## src/verilog/mrt_map.svh

```systemverilog
`ifndef MRT_MAP_SVH
`define MRT_MAP_SVH

// register byte addresses
`define MRT_ADDR_START 8'h00
`define MRT_ADDR_MODE 8'h04
`define MRT_ADDR_TIMER 8'h08
`define MRT_ADDR_IRQ 8'h0c
`define MRT_ADDR_CLKSEL 8'h10

// field positions
`define MRT_START_BIT 0
`define MRT_MODE_LSB 0
`define MRT_MODE_MSB 2
`define MRT_SEL_BIT 3
`define MRT_EDGE_BIT 4
`define MRT_OVF_BIT 7
`define MRT_IRQ_BIT 0
`define MRT_CLKSEL_LSB 0
`define MRT_CLKSEL_MSB 1

// reset values
`define MRT_START_RST 1'b0
`define MRT_OVF_RST 1'b1
`define MRT_IRQ_RST 1'b0
`define MRT_WORD_RST 16'h0000
`define MRT_CLKSEL_RST 2'h0

// counter constants
`define MRT_CNT_MAX 16'hffff
`define MRT_CNT_ZERO 16'h0000
`define MRT_BYTE_ZERO 8'h00

// count source divider restart value, step and terminal counts
`define MRT_DIV_ZERO 5'h00
`define MRT_DIV_ONE 5'h01
`define MRT_DIV1_MAX 5'h00
`define MRT_DIV8_MAX 5'h07
`define MRT_DIV32_MAX 5'h1f

// clock select codes
`define MRT_CLKSEL_DIV1 2'h0
`define MRT_CLKSEL_DIV8 2'h1
`define MRT_CLKSEL_DIV32 2'h2

// one-shot retrigger stages
`define MRT_STAGE_IDLE 2'h0
`define MRT_STAGE_DOWN 2'h1
`define MRT_STAGE_LOAD 2'h2

`endif

```

## src/verilog/mrt_pkg.sv

```systemverilog
package mrt_pkg;
  typedef enum logic [2:0] {
    MRT_TIMER,
    MRT_EVENT,
    MRT_ONESHOT,
    MRT_MEASURE,
    MRT_PWM16,
    MRT_PWM8
  } mrt_mode_e;
  typedef logic [15:0] mrt_word_t;
  typedef logic [7:0] mrt_addr_t;
endpackage

```

## src/verilog/mrt_sync.sv

```systemverilog
`timescale 1ns/1ns
module mrt_sync (
  input wire logic clock, // system clock
  input wire logic sys_rst, // synchronous reset, high
  input wire logic async_in, // level from outside the clock domain
  output logic sync_out // synchronised level
);
  logic stage1;
  logic next_stage1;
  logic next_sync_out;

  always_comb begin
    next_stage1 = async_in;
    next_sync_out = stage1;
  end

  always_ff @(posedge clock) begin
    if (sys_rst) begin
      stage1 <= 1'b0;
      sync_out <= 1'b0;
    end else begin
      stage1 <= next_stage1;
      sync_out <= next_sync_out;
    end
  end
endmodule

```

## src/verilog/mrt_timer.sv

```systemverilog
`timescale 1ns/1ns
`include "mrt_map.svh"
module mrt_timer (
  input wire logic clock, // 10 mhz system clock
  input wire logic sys_rst, // synchronous reset, high
  input wire mrt_pkg::mrt_addr_t addr, // register byte address
  input wire mrt_pkg::mrt_word_t wr_data, // write data
  input wire logic wr_en, // write strobe
  input wire logic rd_en, // read strobe
  output mrt_pkg::mrt_word_t rd_data, // read data, cycle after strobe
  input wire logic timer_io_pin_in, // pin level in
  output logic timer_io_pin_out, // pin level out
  output logic timer_io_pin_oe, // pin drive enable
  output logic irq_request // interrupt request bit
);
  import mrt_pkg::*;

  logic start, next_start;
  mrt_mode_e mode, next_mode, wr_mode;
  logic meas_sel, next_meas_sel;
  logic edge_pol, next_edge_pol;
  logic ovf, next_ovf;
  logic [1:0] clk_sel, next_clk_sel;
  mrt_word_t reload, next_reload;
  mrt_word_t cnt, next_cnt;
  logic next_irq;
  logic os_active, next_os_active;
  logic [1:0] os_stage, next_os_stage;
  logic first_edge, next_first_edge;
  logic next_pin_out, next_pin_oe;
  mrt_word_t next_rd_data;
  logic [4:0] div_cnt, next_div_cnt, div_max;
  logic pin_s, pin_d, next_pin_d;
  logic rise, fall, eff_edge, src_tick, tick, at_zero, reload_instant;
  logic is_pwm, wr_is_pwm, wr_start, wr_stop;
  mrt_word_t elapsed;

  mrt_sync u_pin_sync (
    .clock(clock),
    .sys_rst(sys_rst),
    .async_in(timer_io_pin_in),
    .sync_out(pin_s)
  );

  always_comb begin
    case (clk_sel)
      `MRT_CLKSEL_DIV1: div_max = `MRT_DIV1_MAX;
      `MRT_CLKSEL_DIV8: div_max = `MRT_DIV8_MAX;
      `MRT_CLKSEL_DIV32: div_max = `MRT_DIV32_MAX;
      default: div_max = `MRT_DIV32_MAX;
    endcase
    case (wr_data[`MRT_MODE_MSB:`MRT_MODE_LSB])
      3'h1: wr_mode = MRT_EVENT;
      3'h2: wr_mode = MRT_ONESHOT;
      3'h3: wr_mode = MRT_MEASURE;
      3'h4: wr_mode = MRT_PWM16;
      3'h5: wr_mode = MRT_PWM8;
      default: wr_mode = MRT_TIMER;
    endcase
    src_tick = (div_cnt == div_max);
    rise = pin_s & ~pin_d;
    fall = ~pin_s & pin_d;
    // width measurement takes both edges
    if (mode == MRT_MEASURE && meas_sel) begin
      eff_edge = rise | fall;
    end else begin
      eff_edge = edge_pol ? fall : rise;
    end
    tick = (mode == MRT_EVENT) ? eff_edge : src_tick;
    is_pwm = (mode == MRT_PWM16) || (mode == MRT_PWM8);
    wr_is_pwm = (wr_mode == MRT_PWM16) || (wr_mode == MRT_PWM8);
    if (mode == MRT_PWM8) begin
      at_zero = (cnt[7:0] == `MRT_BYTE_ZERO);
    end else begin
      at_zero = (cnt == `MRT_CNT_ZERO);
    end
    reload_instant = start && tick && at_zero && (mode == MRT_TIMER || mode == MRT_EVENT);
    wr_start = wr_en && (addr == `MRT_ADDR_START) && wr_data[`MRT_START_BIT];
    wr_stop = wr_en && (addr == `MRT_ADDR_START) && !wr_data[`MRT_START_BIT];
  end

  always_comb begin
    next_start = start;
    next_mode = mode;
    next_meas_sel = meas_sel;
    next_edge_pol = edge_pol;
    next_ovf = ovf;
    next_clk_sel = clk_sel;
    next_reload = reload;
    next_cnt = cnt;
    next_irq = irq_request;
    next_os_active = os_active;
    next_os_stage = os_stage;
    next_first_edge = first_edge;
    next_pin_out = timer_io_pin_out;
    next_rd_data = `MRT_WORD_RST;
    next_pin_d = pin_s;
    next_div_cnt = src_tick ? `MRT_DIV_ZERO : div_cnt + `MRT_DIV_ONE;
    elapsed = `MRT_WORD_RST;

    // software clears first so a same-cycle hardware set wins
    if (wr_en && addr == `MRT_ADDR_IRQ && !wr_data[`MRT_IRQ_BIT]) begin
      next_irq = 1'b0;
    end
    if (wr_en && addr == `MRT_ADDR_MODE && !wr_data[`MRT_OVF_BIT] && !start) begin
      next_ovf = 1'b0;
    end

    case (mode)
      MRT_TIMER, MRT_EVENT: begin
        if (start && tick) begin
          if (at_zero) begin
            next_cnt = reload;
            next_irq = 1'b1;
          end else begin
            next_cnt = cnt - 16'h0001;
          end
        end
      end
      MRT_ONESHOT: begin
        if (start && os_active && src_tick) begin
          if (os_stage == `MRT_STAGE_DOWN) begin
            next_cnt = cnt - 16'h0001;
            next_os_stage = `MRT_STAGE_LOAD;
          end else if (os_stage == `MRT_STAGE_LOAD) begin
            next_cnt = reload;
            next_os_stage = `MRT_STAGE_IDLE;
          end else if (at_zero) begin
            next_cnt = reload;
            next_os_active = 1'b0;
            next_pin_out = 1'b0;
            next_irq = 1'b1;
          end else begin
            next_cnt = cnt - 16'h0001;
          end
        end
        if (start && eff_edge) begin
          if (!os_active) begin
            next_os_active = 1'b1;
            next_pin_out = 1'b1;
          end else begin
            // partner keeps retriggers over one source cycle apart
            next_os_stage = `MRT_STAGE_DOWN;
          end
        end
      end
      MRT_MEASURE: begin
        if (start && src_tick) begin
          next_cnt = cnt - 16'h0001;
          if (at_zero) begin
            next_ovf = 1'b1;
            next_irq = 1'b1;
          end
        end
        if (start && eff_edge) begin
          next_reload = cnt;
          next_cnt = `MRT_CNT_MAX;
          if (first_edge) begin
            next_first_edge = 1'b0;
          end else begin
            next_irq = 1'b1;
          end
        end
      end
      MRT_PWM16, MRT_PWM8: begin
        if (start && src_tick) begin
          if (at_zero) begin
            next_cnt = `MRT_CNT_MAX;
            next_irq = 1'b1;
          end else begin
            next_cnt = cnt - 16'h0001;
          end
        end
        // duty takes effect on the next cycle, a zero duty gives a flat low output
        elapsed = ~next_cnt;
        if (mode == MRT_PWM8) begin
          next_pin_out = start && (elapsed[7:0] < reload[7:0]);
        end else begin
          next_pin_out = start && (elapsed < reload);
        end
      end
      default: begin
        next_cnt = cnt;
      end
    endcase

    if (wr_stop && start) begin
      if (mode == MRT_ONESHOT && os_active) begin
        next_cnt = reload;
        next_os_active = 1'b0;
        next_os_stage = `MRT_STAGE_IDLE;
        next_pin_out = 1'b0;
        next_irq = 1'b1;
      end
      if (is_pwm) begin
        next_pin_out = 1'b0;
        if (timer_io_pin_out) begin
          next_irq = 1'b1;
        end
      end
    end
    if (wr_en && addr == `MRT_ADDR_START) begin
      next_start = wr_data[`MRT_START_BIT];
      if (wr_start && !start) begin
        next_first_edge = 1'b1;
        if (is_pwm) begin
          next_cnt = `MRT_CNT_MAX;
        end
      end
    end
    if (wr_en && addr == `MRT_ADDR_MODE) begin
      next_mode = wr_mode;
      next_meas_sel = wr_data[`MRT_SEL_BIT];
      next_edge_pol = wr_data[`MRT_EDGE_BIT];
      if (wr_mode != mode && wr_mode == MRT_ONESHOT) begin
        next_irq = 1'b1;
      end
      if (wr_mode != mode && wr_is_pwm && !is_pwm) begin
        next_irq = 1'b1;
      end
      if (start && mode == MRT_MEASURE && wr_mode == MRT_MEASURE &&
          wr_data[`MRT_SEL_BIT] != meas_sel) begin
        next_irq = 1'b1;
      end
      if (wr_mode != mode) begin
        next_os_active = 1'b0;
        next_os_stage = `MRT_STAGE_IDLE;
        next_pin_out = 1'b0;
      end
    end
    if (wr_en && addr == `MRT_ADDR_TIMER) begin
      next_reload = wr_data;
      if (!start) begin
        next_cnt = wr_data;
      end
    end
    if (wr_en && addr == `MRT_ADDR_CLKSEL) begin
      next_clk_sel = wr_data[`MRT_CLKSEL_MSB:`MRT_CLKSEL_LSB];
    end
    next_pin_oe = (next_mode == MRT_ONESHOT) || (next_mode == MRT_PWM16) ||
                  (next_mode == MRT_PWM8);

    if (rd_en) begin
      case (addr)
        `MRT_ADDR_START: next_rd_data = {15'h0000, start};
        `MRT_ADDR_MODE: next_rd_data = {8'h00, ovf, 2'h0, edge_pol, meas_sel, mode};
        `MRT_ADDR_TIMER: begin
          if (mode == MRT_MEASURE) begin
            next_rd_data = reload;
          end else if (reload_instant) begin
            next_rd_data = `MRT_CNT_MAX;
          end else begin
            next_rd_data = cnt;
          end
        end
        `MRT_ADDR_IRQ: next_rd_data = {15'h0000, irq_request};
        `MRT_ADDR_CLKSEL: next_rd_data = {14'h0000, clk_sel};
        default: next_rd_data = `MRT_WORD_RST;
      endcase
    end
  end

  always_ff @(posedge clock) begin
    if (sys_rst) begin
      start <= `MRT_START_RST;
      mode <= MRT_TIMER;
      meas_sel <= 1'b0;
      edge_pol <= 1'b0;
      ovf <= `MRT_OVF_RST;
      clk_sel <= `MRT_CLKSEL_RST;
      reload <= `MRT_WORD_RST;
      cnt <= `MRT_WORD_RST;
      irq_request <= `MRT_IRQ_RST;
      os_active <= 1'b0;
      os_stage <= `MRT_STAGE_IDLE;
      first_edge <= 1'b1;
      timer_io_pin_out <= 1'b0;
      timer_io_pin_oe <= 1'b0;
      rd_data <= `MRT_WORD_RST;
      div_cnt <= `MRT_DIV_ZERO;
      pin_d <= 1'b0;
    end else begin
      start <= next_start;
      mode <= next_mode;
      meas_sel <= next_meas_sel;
      edge_pol <= next_edge_pol;
      ovf <= next_ovf;
      clk_sel <= next_clk_sel;
      reload <= next_reload;
      cnt <= next_cnt;
      irq_request <= next_irq;
      os_active <= next_os_active;
      os_stage <= next_os_stage;
      first_edge <= next_first_edge;
      timer_io_pin_out <= next_pin_out;
      timer_io_pin_oe <= next_pin_oe;
      rd_data <= next_rd_data;
      div_cnt <= next_div_cnt;
      pin_d <= next_pin_d;
    end
  end

  a_start_reset: assert property (@(posedge clock) disable iff (sys_rst)
    $fell(sys_rst) |-> !start)
    else $error("start flag not clear after reset");
  a_reload_read: assert property (@(posedge clock) disable iff (sys_rst)
    (rd_en && addr == `MRT_ADDR_TIMER && reload_instant) |=> rd_data == `MRT_CNT_MAX)
    else $error("read at reload instant not ffff");
  a_halt_read: assert property (@(posedge clock) disable iff (sys_rst)
    (wr_en && addr == `MRT_ADDR_TIMER && !start) ##1 !wr_en ##1
    (rd_en && addr == `MRT_ADDR_TIMER && !start && mode != MRT_MEASURE)
    |=> rd_data == $past(wr_data, 3))
    else $error("stopped read not written value");
  a_os_stop: assert property (@(posedge clock) disable iff (sys_rst)
    (mode == MRT_ONESHOT && start && os_active && wr_stop)
    |=> (!timer_io_pin_out && irq_request && cnt == $past(reload)))
    else $error("one-shot stop effects missing");
  a_os_entry: assert property (@(posedge clock) disable iff (sys_rst)
    (wr_en && addr == `MRT_ADDR_MODE && wr_mode == MRT_ONESHOT && mode != MRT_ONESHOT)
    |=> irq_request)
    else $error("one-shot entry without request");
  a_pwm_entry: assert property (@(posedge clock) disable iff (sys_rst)
    (wr_en && addr == `MRT_ADDR_MODE && wr_is_pwm && !is_pwm) |=> irq_request)
    else $error("pwm entry without request");
  a_meas_edge: assert property (@(posedge clock) disable iff (sys_rst)
    (mode == MRT_MEASURE && start && eff_edge && !first_edge && !wr_en)
    |=> (irq_request && cnt == `MRT_CNT_MAX))
    else $error("measurement edge without request");
  a_ovf_hold: assert property (@(posedge clock) disable iff (sys_rst)
    (start && ovf && wr_en && addr == `MRT_ADDR_MODE) |=> ovf)
    else $error("overflow cleared while running");
  a_first_edge: assert property (@(posedge clock) disable iff (sys_rst)
    (mode == MRT_MEASURE && start && eff_edge && first_edge && !wr_en && !(src_tick && at_zero))
    |=> (irq_request == $past(irq_request) && reload == $past(cnt)))
    else $error("first edge raised request");
  a_sel_change: assert property (@(posedge clock) disable iff (sys_rst)
    (start && mode == MRT_MEASURE && wr_en && addr == `MRT_ADDR_MODE &&
     wr_mode == MRT_MEASURE && wr_data[`MRT_SEL_BIT] != meas_sel) |=> irq_request)
    else $error("select change without request");
  a_pwm_stop: assert property (@(posedge clock) disable iff (sys_rst)
    (is_pwm && start && wr_stop && !(src_tick && at_zero)) |=> (!timer_io_pin_out &&
    irq_request == $past(timer_io_pin_out
    || (irq_request && !(wr_en && addr == `MRT_ADDR_IRQ)))))
    else $error("pwm stop output or request wrong");
endmodule
```

## config.mk

```make
export PLATFORM = sky130hd
export DESIGN_NAME = mrt_timer
export DESIGN_NICKNAME = d
export VERILOG_FILES = /design/src/verilog/mrt_pkg.sv /design/src/verilog/mrt_sync.sv /design/src/verilog/mrt_timer.sv
export VERILOG_INCLUDE_DIRS = /design/src /design/src/verilog
export SDC_FILE = /design/constraint.sdc
export NUM_CORES = 1
export LEC_CHECK = 0
export BUFFER_PORTS_ARGS = -buffer_cell sky130_fd_sc_hd__buf_4
export CAP_MARGIN = 10
export CORE_UTILIZATION = 55
export DETAILED_ROUTE_END_ITERATION = 7
export PLACE_DENSITY = 0.77
export SETUP_SLACK_MARGIN = 0.5
export SLEW_MARGIN = 25
export SYNTH_ARGS = -nofsm -noshare
export SYNTH_HDL_FRONTEND = slang
export SYNTH_SLANG_ARGS = --single-unit
```

## constraint.sdc

```tcl
create_clock -name clock -period 3 [get_ports clock]
set_input_delay 0.75 -clock clock [delete_from_list [all_inputs] [get_ports clock]]
set_output_delay 0.75 -clock clock [all_outputs]
set_load 0.1 [all_outputs]
```

* Yosys cells after proc, flatten, opt, wreduce, memory -nomap -nowiden
Index checks and enable logic that the tools add are counted.
** Cells by class
- Add/subtract/negate cells :: 2
- $mul :: 0
- Div/mod/pow operators :: 0
- $lt $le $gt $ge :: 2
- Equality and inequality tests :: 27
- Shift operators :: 0
- Mux-type cells :: 92
- Bitwise logic cells :: 7
- Reductions and logical operators :: 50
** Operator list (number)
- two-way mux 16 bit :: 22
- one-hot mux 16 bit (5 select lines) :: 1
- one-hot mux 16 bit (4 select lines) :: 1
- two-way mux 1 bit :: 53
- logical AND 1 bit :: 29
- == test 3 bit (second input constant) :: 8
- == test 3 x 2 -> 1 bit (second input constant) :: 7
- two-way mux 2 bit :: 10
- == test 8 x 4 -> 1 bit (second input constant) :: 2
- zero test 16 bit :: 1
- zero test 8 bit :: 2
- < comparator 16 bit :: 1
- NOT 16 bit :: 1
- subtractor 16 x 1 -> 16 bit (second input constant) :: 1
- one-hot mux 3 bit (5 select lines) :: 1
- one-hot mux 5 bit (2 select lines) :: 1
- == test 8 x 3 -> 1 bit (second input constant) :: 1
- == test 8 x 5 -> 1 bit (second input constant) :: 1
- < comparator 8 bit :: 1
- OR reduction 2 bit :: 4
- == test 3 x 1 -> 1 bit (second input constant) :: 2
- adder 5 x 1 -> 5 bit (second input constant) :: 1
- == test 5 bit :: 1
- logical OR 1 bit :: 5
- other kinds (15) :: 23
** Word-level totals
- Flip-flop bits (word level) :: 72
- Bits in latches :: 0
- Bits in writable memories :: 0
- Bits in read-only memories :: 0
- Input bits :: 29
- Output and inout bits :: 19
- Word-level logic and storage cells :: 199
- Memories kept :: 0

* Longest topological paths before layout
Gate-level depths: netlist of the first run.
- Depth in word-level cells :: 18
- Gate-level depth with buffers :: 16
- Mapped depth without buffers :: 15

* Modules after synthesis
A second synthesis of the first run with hierarchy kept.
** Unflattened totals
- Cell total of the unflattened synthesis :: 724
- Area, all modules :: 5516.5 sq um
** Modules (own cells, without submodules)
- mrt_timer :: times used 1, cells an instance 720, area an instance 5464.0 sq um, sequential area each 1401.3 sq um
- mrt_sync :: times used 1, cells an instance 4, area an instance 52.6 sq um, sequential area each 40.0 sq um

* Least setup slack after synthesis of the first run
OpenSTA, ideal clock, no wires.
- Kind :: flip-flop to flip-flop
- From :: register cnt[5]
- To :: register timer_io_pin_out
- Library setup time :: 70 ps
- Data arrival time :: 2927 ps
- Required time :: 2930 ps
- Slack :: 3 ps
- Stages on the path, launching flop included :: 15
- Path buffers :: 2
- Clock period less this slack :: 2997 ps
- Path through :: dfxtp_1 buf_6 or4_4 or3_4 buf_6 o2111ai_1 o211ai_1 ha_1 a21o_1 a21o_1 a21oi_1 nor2_1 o21ai_0 o211ai_1 a21oi_1
** On the way
- Word-level cells in the longest chain between the ends :: 15
- Elaborated cells between the ends (all ways) :: 25
- Classes of those cells :: 1 x add/sub; 2 x order compare; 17 x mux; 1 x bitwise; 4 x reduce/logical
** Ends and longest elaborated chain
- start, declared :: RTL line mrt_timer.sv:25 : mrt_word_t cnt, next_cnt;
- start signal, assigned :: RTL line mrt_timer.sv:272 : cnt <= `MRT_WORD_RST;
- start signal, assigned :: RTL line mrt_timer.sv:290 : cnt <= next_cnt;
- parallel branches: the longest is 9 deep, another holds subtractor 16 x 1 -> 16 bit
- one-hot mux 1 bit (2 select lines) (*) :: RTL line mrt_timer.sv:109 : case (mode)
- two-way mux 1 bit :: RTL line mrt_timer.sv:188 : if (mode == MRT_ONESHOT && os_active) begin
- two-way mux 1 bit :: RTL line mrt_timer.sv:195 : if (is_pwm) begin
- two-way mux 1 bit (*) :: RTL line mrt_timer.sv:187 : if (wr_stop && start) begin
- two-way mux 1 bit :: RTL line mrt_timer.sv:225 : if (wr_mode != mode) begin
- two-way mux 1 bit (*) :: RTL line mrt_timer.sv:211 : if (wr_en && addr == `MRT_ADDR_MODE) begin
- end signal, assigned :: RTL line mrt_timer.sv:295 : timer_io_pin_out <= next_pin_out;
- end, declared :: RTL line mrt_timer.sv:12 : output logic timer_io_pin_out,
Every way passes the cells marked *. The select of a mux whose other input is x is not followed.
A chain may end at the register's enable or synchronous reset.

* Worst setup path after layout of the first run
- From :: register cnt[10]
- To :: register timer_io_pin_out
** On the way
- Word-level cells in the longest chain between the ends :: 15
- Elaborated cells between the ends (all ways) :: 24
- Classes of those cells :: 1 x add/sub; 2 x order compare; 17 x mux; 1 x bitwise; 3 x reduce/logical
** Ends and longest elaborated chain (RTL line)
- parallel branches: the longest is 9 deep, another holds subtractor 16 x 1 -> 16 bit
- one-hot mux 1 bit (2 select lines) (*) :: mrt_timer.sv:109
- two-way mux 1 bit :: mrt_timer.sv:188
- two-way mux 1 bit :: mrt_timer.sv:195
- two-way mux 1 bit (*) :: mrt_timer.sv:187
- two-way mux 1 bit :: mrt_timer.sv:225
- two-way mux 1 bit (*) :: mrt_timer.sv:211
Marked as above.

==> results.py, run 1 <==
metrics = {
    "status": {
        "status": "complete, no violations",
    },
    "setup_path": {
        "cp_top_family": "simple AND/OR/NAND/NOR gates",
        "path_buf_inv": 1,
        "start_kind": "register",
        "required_ns": 3.24,
        "max_stage_delay_ns": 0.51,
        "critPathKind": "reg -> reg",
        "path_cells": "buf_4 > nor3_1 > nand2b_1 > or3_1 > a21oi_1 > o21ai_0 > ha_1 > nand4_1 > o22ai_2 > nand3_1 > o211ai_1 > a21oi_1",
        "crit_path_end_kind": "register",
        "cp_max_fo": 8,
        "slowest_stage": "nor3_1",
        "crit_arrival_ns": 3.18,
        "crit_top_cell": "a21oi_1",
    },
    "route": {
        "drt_iter0_drc": 1028,
        "vias": 6978,
        "wl_met3_um": 3579,
        "avgRoutedWirePerCell_um": 22.91,
        "ant_nets": 0,
        "vias_per_cell": 7.020,
        "drt-total-wl_um": 22770,
        "drt_first_pass_iters": 7,
        "wl_met1_um": 8856,
        "dr_wl_met2_um": 9473,
        "route.detailed.drc": 0,
        "routed.top_layer": "met4",
    },
    "global_route": {
        "track_usage_pct": 41.84,
        "overflow": 0,
        "grt_max_degree": 51,
        "grt_pass1_vias": 6547,
        "grt_pass1_wl_um": 35250,
        "antenna_found_initial": 0,
    },
    "clock_network": {
        "postCtsHoldBufs": 0,
        "clock_path_buffers": 2,
        "clk_latency_ns": 0.36,
        "cts_max_level": 3,
        "cts.sinks": 72,
        "cts_tree": "built",
        "cts_buffers": 9,
        "clk_pin_slew_ns": 0.08,
        "cts_root_buffer": "clkbuf_8",
    },
    "yosys": {
        "synth_seq_area_share_pct": 25.27,
        "yosysWarnings": 0,
        "avgSynthCellArea_um2": 7.370,
        "synthXorXnorAreaFrac_pct": 3.071,
        "synth_compound_gate_area_share_pct": 30.99,
        "ys.flop_type": "dfxtp_1",
        "synth_top_area_share_pct": 25.27,
        "async_reset_ff_share_pct": 0,
        "synthTopCellsByArea": "dfxtp_1 25%, a21oi_1 6.6%, nor2_1 5.8%",
        "synthMuxAreaShare_pct": 4.431,
        "syn_nets": 822,
        "synth_largest_area_cell": "dfxtp_1",
        "synthCells": 774,
        "syn-cell-area_um2": 5704,
        "ys_ff_latch": 72,
        "synth_fa_ha_area_share_pct": 4.343,
        "synth_top_family_by_area": "compound AO/OA/AOI/OAI gates",
        "synthSimpleGateAreaFrac_pct": 25.29,
        "synth.distinct_cells": 77,
        "synth_edf_count": 0,
    },
    "place": {
        "dpl.hpwl_um": 16660,
        "port_buffers": 47,
        "pre_cts_ws_ns": 0.02349,
        "gp_congestion": 1.053,
    },
    "power": {
        "leakage_nw": 2.751,
        "ir_drop_mv": 0.3152,
        "fin_total_pwr_w": 0.002236,
        "power.density_nw_per_um2": 318.1,
    },
    "sta": {
        "finalSetupViolations": 0,
        "hold_viol": 0,
        "setup_tns_ns": 0,
        "finalCritPeriodShare_pct": 98.06,
        "clock_skew_ns": 0.01173,
        "worst_hold_slack_ns": 0.4659,
        "drv_slew": 0,
        "rsz0062_at_grt": "true",
        "worstMarginPinSlew_ns": 0.8090,
        "fmaxAchievable_mhz": 339.9,
        "min_period_ns": 2.942,
        "relSlewSlack_pct": 45.94,
        "postLayoutSetupSlackWorst_ns": 0.05833,
    },
    "hold_path": {
        "hp-class": "reg -> reg",
    },
    "final_layout": {
        "final_common_cell": "buf_4",
        "fin_nets": 906,
        "most-common-layout-cells": "129 x buf_4, 87 x nor2_1, 72 x a21oi_1, 70 x dfxtp_1, 56 x nand2_1",
        "areaGrowthSynthToFinish_pct": 23.25,
        "num_antenna_cells": 0,
        "fillers": 825,
        "final_util_pct": 70.95,
        "final_layout_size_suffix_gt1_share_pct": 24.39,
    },
    "die": {
        "num_rows": 36,
        "num_io_pins": 48,
        "design.die.area_um2": 10780,
        "start_util_pct": 57.56,
        "die_h_um": 103.8,
        "die_w_um": 103.8,
        "coreArea_um2": 9910,
    },
    "job": {
        "drv_cap": 0,
    },
}
## state kept, by name, indices dropped and copies added, names as in the netlist
signal                    count
clk_sel                       2
cnt                          16
div_cnt                       5
edge_pol                      1
first_edge                    1
irq_request                   1
meas_sel                      1
mode                          3
os_active                     1
os_stage                      2
ovf                           1
pin_d                         1
rd_data                      16
reload                       16
start                         1
timer_io_pin_oe               1
timer_io_pin_out              1
u_pin_sync.next_sync_out      1
u_pin_sync.sync_out           1
## final timing paths
path | slack, ns | end | depth (start not counted) | from
setup / recovery | 0.06 | timer_io_pin_out | 12 | cnt[10]
hold / removal | 0.47 | u_pin_sync.sync_out | 1 | u_pin_sync.next_sync_out
hold reg to reg | 0.47 | u_pin_sync.sync_out | 1 | u_pin_sync.next_sync_out
setup reg to reg | 0.06 | timer_io_pin_out | 12 | cnt[10]
## report_power, final
part	total, W	internal [W]	leakage (nW)	switching, W
Clock	0.000799	0.000419	0.0973	0.000380
Sequential	0.000970	0.000960	0.581	0.00000923
Combinational	0.000467	0.000192	2.07	0.000275
## Yosys cell counts, types with 19 or more instances
library cell  count
nor3_1           24
nand2_1          57
a21oi_1          75
nand3_1          23
inv_1            25
clkbuf_1         42
a211oi_1         24
o21ai_0          39
mux2i_1          23
dfxtp_1          72
ha_1             19
nor2_1           88
## worst reg2reg max path: cells and delay by family (launching register included)
family / cells / cell delay (ns)
DFF: 1 / 0.33
AOI/OAI and AO/OA: 5 / 0.69
adders and majority gates: 1 / 0.33
buffers and inverters: 1 / 0.17
and+or+nand+nor: 5 / 1.31
## metrics by stage
stage                     area [um2]  cells
after CTS                       6928    992
after global routing            7030    994
final                           7030    994
after detailed placement        6548    969
after floorplan                 5704    774
after global placement          6548    969
## kinds of logic (layout without fill, tap and decap cells)
logic type / count (synthesis) / count (layout)
buffers and inverters: 90 / 177
and+or+nand+nor: 283 / 283
muxes: 25 / 25
adders and majority gates: 20 / 20
DFF: 72 / 72
AOI/OAI and AO/OA: 264 / 264
xor gates and xnor gates: 20 / 20
## area by class of cell
cell class,instances,area [um2],area share [%]
Clock buffer,11,151.4,2.153
Clock inverter,3,42.54,0.6051
Inverter,25,93.84,1.335
Multi-Input combinational cell,612,4056,57.70
Sequential cell,72,1444,20.54
Tap cell,133,166.4,2.367
Timing Repair Buffer,138,1076,15.31
## layer usage
layer | vias up | global-route usage, %
met5 | - | 0
met4 | 0 | 18.47
met3 | 97 | 12.52
met2 | 614 | 59.71
met1 | 3204 | 57.72
li1 | 3063 | -
## timing repair
item | CTS | global route
endpoints found under the setup margin | 34 | 34
pin swaps | 15 | 11
buffers inserted | 9 | 1
gates resized for setup | 25 | 21
cloned | 0 | 1
No activity file was read; power rests on OpenSTA's default activity.
==> inputs of run 2 (changes only) <==
Settings changed: ABC_AREA from default to 1.
==> run 2 against run 1 <==
Effect of this change: the run now ends with DRC left; core utilization is essentially flat; first-iteration DRC count grew 18%; cell area grew 3.7%; area after synthesis grew 1.8%; combinational power shrank 63%; sequential power shrank 1%; die area grew 1.7%; global-route usage shrank 2.8 points; routed wire length shrank 2.2%; clock power grew 0.8%; critical path depth grew 4.
==> results.py, run 2 <==
metrics = {
    "yosys": {
        "ys.flop_type": "dfxtp_1",
        "yosysMostFrequentCell": "nand2_1",
        "ys_top_cells_by_count": "233 x nand2_1, 121 x nor2_1, 110 x o21ai_0, 91 x inv_1, 72 x dfxtp_1",
        "avgSynthCellArea_um2": 6.084,
        "syn_nets": 1002,
        "yosysWarnings": 0,
        "synth.distinct_cells": 42,
        "async_reset_ff_share_pct": 0,
        "synth_seq_area_share_pct": 24.83,
        "synthTopCellsByArea": "dfxtp_1 25%, nand2_1 15%, o21ai_0 9.5%",
        "synth_largest_area_cell": "dfxtp_1",
        "synthCells": 954,
        "syn-cell-area_um2": 5804,
        "synth_top_area_share_pct": 24.83,
        "ys_ff_latch": 72,
        "synth_edf_count": 0,
    },
    "die": {
        "design.die.area_um2": 10970,
        "num_io_pins": 48,
        "start_util_pct": 56.48,
        "num_rows": 37,
        "coreArea_um2": 10280,
        "die_w_um": 104.7,
        "die_h_um": 104.7,
    },
    "place": {
        "gp_congestion": 1.051,
        "dp.cells": 1129,
        "port_buffers": 47,
        "dpl.hpwl_um": 14940,
        "pre_cts_ws_ns": 0.1891,
    },
    "clock_network": {
        "cts_max_level": 3,
        "cts.sinks": 72,
        "postCtsHoldBufs": 0,
        "cts_tree": "built",
        "cts_root_buffer": "clkbuf_8",
        "clk_pin_slew_ns": 0.08,
        "cts_buffers": 9,
        "clock_path_buffers": 2,
        "clk_latency_ns": 0.37,
    },
    "final_layout": {
        "num_antenna_cells": 0,
        "final_common_cell": "nand2_1",
        "final_layout_size_suffix_gt1_share_pct": 25.24,
        "fillers": 901,
        "finalNonFillerCells": 1178,
        "most-common-layout-cells": "216 x nand2_1, 103 x buf_4, 100 x nor2_1, 100 x o21ai_0, 87 x inv_1",
        "final_util_pct": 70.93,
        "fin_nets": 1085,
        "largest_registers": "cnt: 16 flops, rd_data: 16 flops, reload: 16 flops",
        "areaGrowthSynthToFinish_pct": 25.59,
    },
    "global_route": {
        "grt_pass1_wl_um": 33410,
        "grt_pass1_vias": 6304,
        "grt_max_degree": 36,
        "antenna_found_initial": 0,
        "track_usage_pct": 39.03,
        "overflow": 0,
    },
    "setup_path": {
        "regToRegStartpoint": "cnt[2]",
        "start_kind": "register",
        "critPathKind": "reg -> reg",
        "crit_path_end_kind": "register",
        "required_ns": 3.31,
        "startpoint": "cnt[2]",
        "crit_top_cell": "nand2_1",
        "cp_max_fo": 4,
        "slowest_stage": "dfxtp_2",
        "max_stage_delay_ns": 0.35,
        "crit_arrival_ns": 2.90,
        "ff2ff_setup_slack_ns": 0.41,
        "path_buf_inv": 2,
        "cp_top_family": "simple AND/OR/NAND/NOR gates",
        "path_cells": "buf_6 > nor2_4 > nand2_1 > nor2_1 > xor2_1 > nand2_1 > o21ai_0 > inv_1 > ha_1 > nand2_2 > nor2_1 > a211oi_1 > nand2_1 > nand2_1 > nand2_1 > a21oi_1",
    },
    "power": {
        "p_sw_w": 0.0005308,
        "intPower_w": 0.001405,
        "ir_drop_mv": 0.2109,
        "clkPwrFrac_pct": 41.6,
        "power.density_nw_per_um2": 265.6,
        "comb_power_share_pct": 8.9,
        "leakage_nw": 3.049,
        "power.share.switching_pct": 27.42,
        "power_frac_seq_pct": 49.5,
    },
    "status": {
        "status": "finished, violations left",
        "failed_checks": "DRC",
    },
    "sta": {
        "finalSetupViolations": 0,
        "clock_skew_ns": 0.01106,
        "fmaxAchievable_mhz": 386.2,
        "setup_tns_ns": 0,
        "rsz0062_at_grt": "true",
        "hold_viol": 0,
        "min_period_ns": 2.589,
        "worstMarginPinSlew_ns": 0.6860,
        "finalCritPeriodShare_pct": 86.32,
        "worst_hold_slack_ns": 0.4115,
        "relSlewSlack_pct": 54.22,
        "drv_slew": 0,
        "postLayoutSetupSlackWorst_ns": 0.4105,
    },
    "route": {
        "drt_iter0_drc": 1208,
        "drt-total-wl_um": 22260,
        "drt_first_pass_iters": 8,
        "vias": 7262,
        "route.detailed.drc": 6,
        "vias_per_cell": 6.165,
        "avgRoutedWirePerCell_um": 18.90,
        "ant_nets": 0,
    },
    "hold_path": {
        "hp-class": "reg -> reg",
        "worst_hold_startpoint": "u_pin_sync.next_sync_out",
    },
    "job": {
        "drv_cap": 0,
    },
}
==> run 2: final timing paths <==
path,depth (start not counted),end
worst min register to register,2,u_pin_sync.sync_out
worst max register to register,16,timer_io_pin_out
worst max-delay path,16,timer_io_pin_out
worst min-delay path,2,u_pin_sync.sync_out
==> run 2: worst reg2reg max path: cells and delay by family (launching register included) <==
family          cells  cell delay [ns]
compound gates      3             0.47
xor+xnor            1             0.25
fa+ha+maj           1             0.29
buf+inv             2             0.21
flops               1             0.35
simple gates        9             0.98
==> run 2: cell families after synthesis <==
family	Yosys count	synth area share, %
flip-flops	72	24.83
XOR/XNOR	15	2.263
AND/OR/NAND/NOR	433	31.67
adder cells (fa/ha/maj)	19	4.096
buffers and inverters	151	10.58
AO/OA/AOI/OAI	264	26.56
==> run 2: per-layer routing <==
layer | share of wire [%] | routed length [um] | up-vias | track usage (%)
met3 | 15 | 3396 | 119 | 10.42
met4 | 5.1 | 1141 | 0 | 13.88
met2 | 41 | 9082 | 577 | 57.43
met5 | 0 | 0 | - | 0
met1 | 39 | 8645 | 3217 | 54.49
li1 | - | - | 3349 | -
==> run 2: layout make-up <==
cell class,instances,area [um2],share of cell area [%]
clock inverter,7,72.57,0.9955
timing repair buffer,113,885.9,12.15
clock buffer,9,123.9,1.699
multi-input combinational,731,4124,56.57
timing repair inverter,1,7.507,0.1030
tap,136,170.2,2.334
sequential,72,1476,20.25
inverter,109,429.2,5.887
==> run 2: repair_timing <==
action / 4_1_cts / 5_1_grt
resized for setup: 54 / 88
setup buffers: 15 / 17
pin swaps: 13 / 39
setup endpoints to repair: 2 / 36
gates cloned: 1 / 0
==> run 2: power by group through the flow <==
stage | clock (W) | sequential [W] | combinational [W]
4_1_cts | 0.000806 | 0.000960 | 0.000156
6_report | 0.000805 | 0.000959 | 0.000172
2_1_floorplan | 0 | 0.000984 | 0.0000836
3_3_place_gp | 0 | 0.000983 | 0.000147
5_1_grt | 0.000846 | 0.000959 | 0.000187
3_5_place_dp | 0 | 0.000983 | 0.000147
==> run 2: through the flow <==
stage                     power, W  cell area [um2]
after floorplan           0.001067             5804
final                     0.001936             7289
after detailed placement  0.001130             6384
after global routing      0.001992             7289
after CTS                 0.001922             6857
after global placement    0.001130             6384
